===== src/inc/opseq_pkg.sv =====
// constants and types for the operand cycle sequencer
package opseq_pkg;
	localparam int          MCLK_PERIOD_NS  = 4;
	localparam int          HALF_CYCLE_NS   = 475;
	localparam int          MACHINE_CYC_NS  = 950;
	localparam int          OPND_START_NS   = 950;
	localparam int          NEXT_INSTR_NS   = 1900;
	localparam int          QUARTERS        = 4;
	localparam int          HALF_QUARTERS   = 2;
	localparam int          QTR_NS          = MACHINE_CYC_NS / QUARTERS;
	localparam int          QTR_CYCLES_I    = (QTR_NS / MCLK_PERIOD_NS) < 1 ? 1 : (QTR_NS / MCLK_PERIOD_NS);
	localparam logic [7:0]  QTR_CYCLES      = 8'(QTR_CYCLES_I);
	localparam logic [7:0]  DIV_RESET       = 8'h00;
	localparam logic [1:0]  QTR_RESET       = 2'h0;
	localparam logic [1:0]  QTR_HALF        = 2'(HALF_QUARTERS);
	localparam logic [1:0]  QTR_LAST        = 2'(QUARTERS - 1);
	localparam logic [15:0] WORD_RESET      = 16'h0000;
	localparam int          ADDR_MSB        = 14;
	localparam int          INDIRECT_BIT    = 15;
	typedef enum logic [1:0] {
		EXEC_NONE,
		EXEC_LOAD,
		EXEC_ADD,
		EXEC_STORE
	} exec_kind_t;
endpackage


===== src/logic/operand_cycle_sequencer.sv =====
// memory cycle sequencer: fetch, operand, store and indirect address cycles
`timescale 1ns/1ps
`default_nettype none
// Operation
// - execute previous instruction during fetch of the current one
// - load fetched word into instruction register at 475 ns
// - form operand address while instruction word is restored
// - direct operand cycle begins at 950 ns, no address cycle
// - after operand read, load incremented program counter into address register
// - next instruction cycle begins at 1900 ns for direct operand
// - operate on fetched operand in next instruction's execute phase
// - store: selected register goes to write data in the fetch's address phase; location cleared in first half
// - store second half: write operand, form next instruction address
// - store instructions have no separate execute phase afterwards
// - indirect operand: address cycle reads address word first
// - indirect: form address word location, read word into operand register
// - repeat address cycles while the word read is again indirect
// - final address cycle second half loads resolved operand address
// - each memory cycle occupies one 950 ns machine cycle
// - first half reads or clears, second half restores or writes
module operand_cycle_sequencer
	import opseq_pkg::*;
(
	input  wire logic        sys_clk,
	input  wire logic        resetn,
	input  wire logic        runEnable,
	input  wire logic [15:0] memReadData,
	output logic [15:0]      memAddr,
	output logic [15:0]      memWriteData,
	output logic             memReadClear,
	output logic             memRestoreWrite,
	output logic             memWriteMode,
	output logic             instr_cycle_phase,
	output logic             instr_exec_phase,
	output logic             instr_addr_phase,
	output logic             operand_cycle_phase,
	output logic             indirect_addr_cycle_phase,
	output logic [15:0]      instrReg,
	output logic [15:0]      operandReg,
	output logic [15:0]      progCounter,
	output logic [15:0]      accFirst,
	output logic [15:0]      accSecond,
	output logic [15:0]      indexReg
);
	typedef enum logic [1:0] {
		CYC_INSTR,
		CYC_ADDR,
		CYC_OPND
	} cyc_t;

	logic       qtrTick;
	logic [1:0] quarter;
	logic       runSync1;
	logic       runSync2;
	cyc_t       cycle;
	cyc_t       next_cycle;
	exec_kind_t pendingExec;
	logic [1:0] regSel;
	logic [15:0] curWord;
	logic       endOfCycle;
	logic       halfPoint;
	logic       isStore;
	logic       isIndirect;
	exec_kind_t decodedKind;
	logic [1:0] next_quarter;
	cyc_t       next_cycleState;

	quarter_timer u_timer (
		.sys_clk (sys_clk),
		.resetn  (resetn),
		.qtrTick (qtrTick),
		.quarter (quarter)
	);

	////////////////////////////////////////////////////////////////////////
	// run pin is asynchronous, so two flops before use
	always_ff @(posedge sys_clk) begin
		if (!resetn) begin
			runSync1 <= 1'b0;
			runSync2 <= 1'b0;
		end else begin
			runSync1 <= runEnable;
			runSync2 <= runSync1;
		end
	end

	assign endOfCycle = qtrTick && (quarter == QTR_LAST);
	assign halfPoint  = qtrTick && (quarter == QTR_HALF - 2'h1);
	// opcode decode: bits 13:12 pick kind, bits 11:10 pick register
	assign decodedKind = exec_kind_t'(instrReg[13:12]);
	assign isStore     = (instrReg[13:12] == 2'h3);
	assign isIndirect  = instrReg[INDIRECT_BIT];
	assign curWord     = memReadData;
	assign next_quarter    = qtrTick ? quarter + 2'h1 : quarter;
	assign next_cycleState = (endOfCycle && runSync2) ? next_cycle : cycle;

	////////////////////////////////////////////////////////////////////////
	// cycle sequencing
	always_comb begin
		next_cycle = cycle;
		unique case (cycle)
			CYC_INSTR: next_cycle = isIndirect ? CYC_ADDR : CYC_OPND;
			CYC_ADDR:  next_cycle = operandReg[INDIRECT_BIT] ? CYC_ADDR : CYC_OPND;
			CYC_OPND:  next_cycle = CYC_INSTR;
		endcase
	end

	always_ff @(posedge sys_clk) begin
		if (!resetn)
			cycle <= CYC_INSTR;
		else if (endOfCycle && runSync2)
			cycle <= next_cycle;
	end

	////////////////////////////////////////////////////////////////////////
	// phase outputs
	always_ff @(posedge sys_clk) begin
		if (!resetn) begin
			instr_cycle_phase         <= 1'b0;
			operand_cycle_phase       <= 1'b0;
			indirect_addr_cycle_phase <= 1'b0;
			instr_exec_phase          <= 1'b0;
			instr_addr_phase          <= 1'b0;
			memReadClear              <= 1'b0;
			memRestoreWrite           <= 1'b0;
			memWriteMode              <= 1'b0;
		end else begin
			// outputs show the state after this edge, so a write half never meets a moved address
			instr_cycle_phase         <= runSync2 && next_cycleState == CYC_INSTR;
			operand_cycle_phase       <= runSync2 && next_cycleState == CYC_OPND;
			indirect_addr_cycle_phase <= runSync2 && next_cycleState == CYC_ADDR;
			// execute overlaps the fetch half of the instruction cycle
			instr_exec_phase <= runSync2 && next_cycleState == CYC_INSTR && next_quarter < QTR_HALF
				&& pendingExec != EXEC_NONE && pendingExec != EXEC_STORE;
			instr_addr_phase <= runSync2 && next_cycleState == CYC_INSTR && next_quarter >= QTR_HALF;
			memReadClear     <= runSync2 && next_quarter < QTR_HALF;
			memRestoreWrite  <= runSync2 && next_quarter >= QTR_HALF;
			memWriteMode     <= runSync2 && next_cycleState == CYC_OPND && isStore;
		end
	end

	////////////////////////////////////////////////////////////////////////
	// datapath transfers at half, three-quarter and end of cycle
	always_ff @(posedge sys_clk) begin
		if (!resetn) begin
			instrReg     <= WORD_RESET;
			operandReg   <= WORD_RESET;
			progCounter  <= WORD_RESET;
			memAddr      <= WORD_RESET;
			memWriteData <= WORD_RESET;
			pendingExec  <= EXEC_NONE;
			regSel       <= 2'h0;
		end else if (runSync2 && halfPoint) begin
			unique case (cycle)
				CYC_INSTR: begin
					instrReg <= curWord;
				end
				CYC_ADDR: begin
					operandReg <= curWord;
				end
				CYC_OPND: begin
					if (!isStore) begin
						operandReg <= curWord;
						memAddr    <= progCounter + 16'h0001;
					end
					progCounter <= progCounter + 16'h0001;
				end
			endcase
		end else if (runSync2 && qtrTick && quarter == QTR_HALF) begin
			unique case (cycle)
				CYC_INSTR: begin
					// operand or address word location formed in address phase
					memAddr <= {1'b0, instrReg[ADDR_MSB:0]};
					pendingExec <= decodedKind;
					regSel <= instrReg[11:10];
					if (isStore)
						memWriteData <= instrReg[11:10] == 2'h0 ? accFirst :
							instrReg[11:10] == 2'h1 ? accSecond : indexReg;
				end
				CYC_ADDR: begin
					memAddr <= {1'b0, operandReg[ADDR_MSB:0]};
				end
				CYC_OPND: begin
				end
			endcase
		end else if (runSync2 && endOfCycle && cycle == CYC_OPND && isStore) begin
			// store keeps the cleared location until its write half is over
			memAddr <= progCounter;
		end
	end

	////////////////////////////////////////////////////////////////////////
	// execute phase of the following cycle uses the held operand
	always_ff @(posedge sys_clk) begin
		if (!resetn) begin
			accFirst  <= WORD_RESET;
			accSecond <= WORD_RESET;
			indexReg  <= WORD_RESET;
		end else if (runSync2 && cycle == CYC_INSTR && qtrTick && quarter == QTR_RESET) begin
			unique case (pendingExec)
				EXEC_LOAD: begin
					if (regSel == 2'h0)
						accFirst <= operandReg;
					else if (regSel == 2'h1)
						accSecond <= operandReg;
					else
						indexReg <= operandReg;
				end
				EXEC_ADD:  accFirst <= accFirst + operandReg;
				EXEC_NONE, EXEC_STORE: begin
				end
			endcase
		end
	end
endmodule
`default_nettype wire


===== src/logic/quarter_timer.sv =====
// master clock divider producing quarter strobe and quarter count
`timescale 1ns/1ps
`default_nettype none
module quarter_timer
	import opseq_pkg::*;
(
	input  wire logic       sys_clk,
	input  wire logic       resetn,
	output logic            qtrTick,
	output logic [1:0]      quarter
);
	logic [7:0] divCount;

	always_ff @(posedge sys_clk) begin
		if (!resetn) begin
			divCount <= DIV_RESET;
			qtrTick  <= 1'b0;
		end else if (divCount == QTR_CYCLES - 8'h01) begin
			divCount <= DIV_RESET;
			qtrTick  <= 1'b1;
		end else begin
			divCount <= divCount + 8'h01;
			qtrTick  <= 1'b0;
		end
	end

	// four quarters per machine cycle, half boundary after two
	always_ff @(posedge sys_clk) begin
		if (!resetn)
			quarter <= QTR_RESET;
		else if (qtrTick)
			quarter <= quarter + 2'h1;
	end
endmodule
`default_nettype wire


===== config.mk =====
export PLATFORM = sky130hd
export DESIGN_NAME = operand_cycle_sequencer
export DESIGN_NICKNAME = d
export VERILOG_FILES = /design/src/inc/opseq_pkg.sv /design/src/logic/operand_cycle_sequencer.sv /design/src/logic/quarter_timer.sv
export SDC_FILE = /design/constraint.sdc
export NUM_CORES = 1
export LEC_CHECK = 0
export BUFFER_PORTS_ARGS = -buffer_cell sky130_fd_sc_hd__buf_2
export CORE_MARGIN = 2
export CORE_UTILIZATION = 30
export DETAILED_ROUTE_END_ITERATION = 7
export GPL_TIMING_DRIVEN = 0
export SYNTH_ARGS = -nofsm -noshare
export SYNTH_HDL_FRONTEND = slang
export SYNTH_SLANG_ARGS = --single-unit

===== constraint.sdc =====
create_clock -name sys_clk -period 3.1 [get_ports sys_clk]
set_input_delay 0.31 -clock sys_clk [delete_from_list [all_inputs] [get_ports sys_clk]]
set_output_delay 0.31 -clock sys_clk [all_outputs]
set_load 0.01 [all_outputs]

==> reports/results.ini <==
[yosys]
synth_fp_nets=946
synth_edf_count=0
ys_ff_latch=155
synth_cells=901
netlist_area_um2=7670
synthFlopType=dfxtp_1
ys_seq_area_share_pct=40.4
async_reset_ff_share_pct=0
ys_types=69
ys_warn_count=0
syn_avg_cell_area_um2=8.52

[run_status]
status=completed

[die]
pin_count=155
fp.coreArea_um2=25200
dieArea_um2=26900
start_util_pct=30.5
die_x_um=164
rows=58
fp.dieH_um=164

[power]
p_leak_nw=3.94
clockPowerShare_pct=50.2
comb_power_share_pct=1.8
p_seq_share_pct=48.0
switching_share_pct=25.7
intPower_w=0.00309
vdd_ir_drop_max_mv=0.288
powerDensity_nw_per_um2=441
p_sw_w=0.00107
p_total_w=0.00416

[sta]
max-slew-margin-rel_pct=45.3
max_freq_mhz=347
setup_viol=0
clock_skew_ps=18.0
min_period_ps=2880
layout_worst_path_cycle_share_pct=92.9
rsz0062_at_grt=no
tightest_slew_ps=814
hold_violations=0
final_max_slew_viol_count=0
setup_tns_ps=0

[clock_network]
cts_root_buffer=clkbuf_16
cts_tree=done
clk_latency_ps=440
cts.sinks=155
cts_max_level=4
hold_buffers=0
cts-resized-gates=0
clock_path_buffers=2
cts_buffers=17
post_cts_buffers=0
clk_pin_slew_ps=70

[place]
gp_congestion=0.898
hpwl_mm=19.9
numPortBuffers=154

[grt]
grt.total_usage_pct=19.6
grt_max_degree=19
antenna_found_initial=0
grt_overflow_total=0
grt_pass1_wl_mm=40.2
grt_pass1_vias=6909

[critical_path]
r2r-start=operandReg[0]$_SDFFE_PN0P_
critPathKind=reg -> reg
crit_start=operandReg[0]$_SDFFE_PN0P_
crit_slowest_cell=dfxtp_1
worstPathCellList=ha_1, fa_1, a21o_1, a221oi_2, o21bai_1, o21ai_0, mux2_2, a211oi_1
worstSetupStartpointType=register
path_max_fanout=7
crit_path_max_incr_delay_ps=450
cp-end-kind=register
required_ps=3440
arrival_ps=3220

[drt]
vias=7352
drc=0
firstDrtPassIters=7
wl_mm=26.6
drt_iter0_markers=626
viasPerCell=5.19
ant_nets=0
routedWlPerCell_um=18.7

[finish]
drive_gt1_share_pct=21.9
antennaDiodeCount=0
area_growth_syn_to_layout_pct=23.1
final_util_pct=37.5
fill_cells=2559
nets=1119

[min_path]
hp-start=runEnable
holdCritPathClass=in -> reg

[job]
cap_violations=0

==> per-stage QoR <==
step                      hold slack (ps)  setup slack [ps]  cells  instance area [um^2]
after global placement                414               281   1385                  8860
after detailed placement              418               263   1385                  8860
after floorplan                       412               646    901                  7670
after CTS                            83.2               216   1417                  9450
after global routing                 97.5              68.7   1417                  9450
final                                82.6               221   1417                  9450
==> per-layer routing <==
layer,vias up,share of wire (%),global-route usage [%]
li1,3535,-,-
met1,3504,43,24.9
met2,280,48,33.3
met3,33,7.0,4.42
met4,0,1.7,5.30
met5,-,0,0
==> cells by family after synthesis <==
family	after synthesis	share of synthesized area, %
compound gates	210	17.2
flops	155	40.4
fa+ha+maj	26	4.34
simple gates	336	20.5
xor+xnor	23	2.63
mux	81	10.7
buf+inv	70	4.27
==> layout by cell type, fill, tap and decap left out, types with 5 or more instances in the layout <==
| cell type | instances |
|---|---|
| buf_2 | 172 |
| nor2_1 | 155 |
| dfxtp_1 | 155 |
| a21oi_1 | 104 |
| nand2_1 | 83 |
| mux2i_1 | 75 |
| o21ai_0 | 37 |
| clkbuf_1 | 32 |
| ha_1 | 25 |
| nand3_1 | 20 |
| clkbuf_16 | 17 |
| or3_1 | 13 |
| inv_1 | 12 |
| xnor2_1 | 12 |
| xor2_1 | 11 |
| and3_1 | 8 |
| a211oi_1 | 7 |
| and2_1 | 7 |
| nor3_1 | 7 |
| a21o_1 | 7 |
| o32ai_1 | 6 |
| nand4_1 | 6 |
| mux2_2 | 6 |
| a311oi_1 | 6 |
| o211ai_1 | 5 |
| a31oi_1 | 5 |
| inv_6 | 5 |
==> cell usage after synthesis, types with 5 or more instances <==
cell      count  area, um^2
nor3_1        7        35.0
and2_1        7        43.8
xnor2_1      12         105
dfxtp_1     155        3100
a21oi_1     104         521
nor2_1      155         582
and3_1        8        50.1
ha_1         25         313
o211ai_1      5        37.5
or3_1        13        81.3
inv_1        12        45.0
a21o_1        7        52.6
o21ai_0      37         185
o32ai_1       6        52.6
clkbuf_1     32         120
a211oi_1      7        52.6
mux2i_1      75         751
nand2_1      83         312
buf_2        18        90.1
mux2_2        6        67.6
nand3_1      20         100
a31oi_1       5        31.3
xor2_1       11        96.3
a311oi_1      6        52.6
nand4_1       6        37.5
==> worst paths after layout <==
check / depth (start not counted) / to / slack (ps)
min reg2reg: 1 / runSync2$_SDFF_PN0_ / 430
min: 2 / runSync1$_SDFF_PN0_ / 80
max reg2reg: 8 / accFirst[10]$_SDFFE_PN0P_ / 220
max: 8 / accFirst[10]$_SDFFE_PN0P_ / 220
==> power by group through the flow <==
stage / Combinational, W / Sequential, W / Clock, W
floorplan: 0.0000349 / 0.00204 / 0
global placement: 0.0000761 / 0.00204 / 0
detailed placement: 0.0000763 / 0.00204 / 0
CTS: 0.0000767 / 0.00200 / 0.00212
global route: 0.0000830 / 0.00200 / 0.00220
finish: 0.0000764 / 0.00200 / 0.00209
==> registers in the layout, summed over array words and instances (netlist names), 8 cells and up <==
signal            count
memAddr              16
u_timer.divCount      8
memWriteData         16
indexReg             16
progCounter          16
accSecond            16
instrReg             16
operandReg           16
accFirst             16
==> final cells by class <==
type                       count  area [um^2]  area share (%)
buffer                        58          283            2.99
tap                          330          413            4.37
timing repair buffer         154          771            8.16
inverter                      12         45.0           0.477
sequential                   155         3100            32.8
clock buffer                  17          425            4.50
multi-input combinational    676         4240            44.9
clock inverter                15          165            1.75
==> critical path, delay by kind of cell (launching register included) <==
family | cells | cell delay (ps)
adders and majority gates | 2 | 710
AOI/OAI and AO/OA | 5 | 1270
DFF | 1 | 450
muxes | 1 | 360
Note: power is estimated with default switching activity, not from simulation.
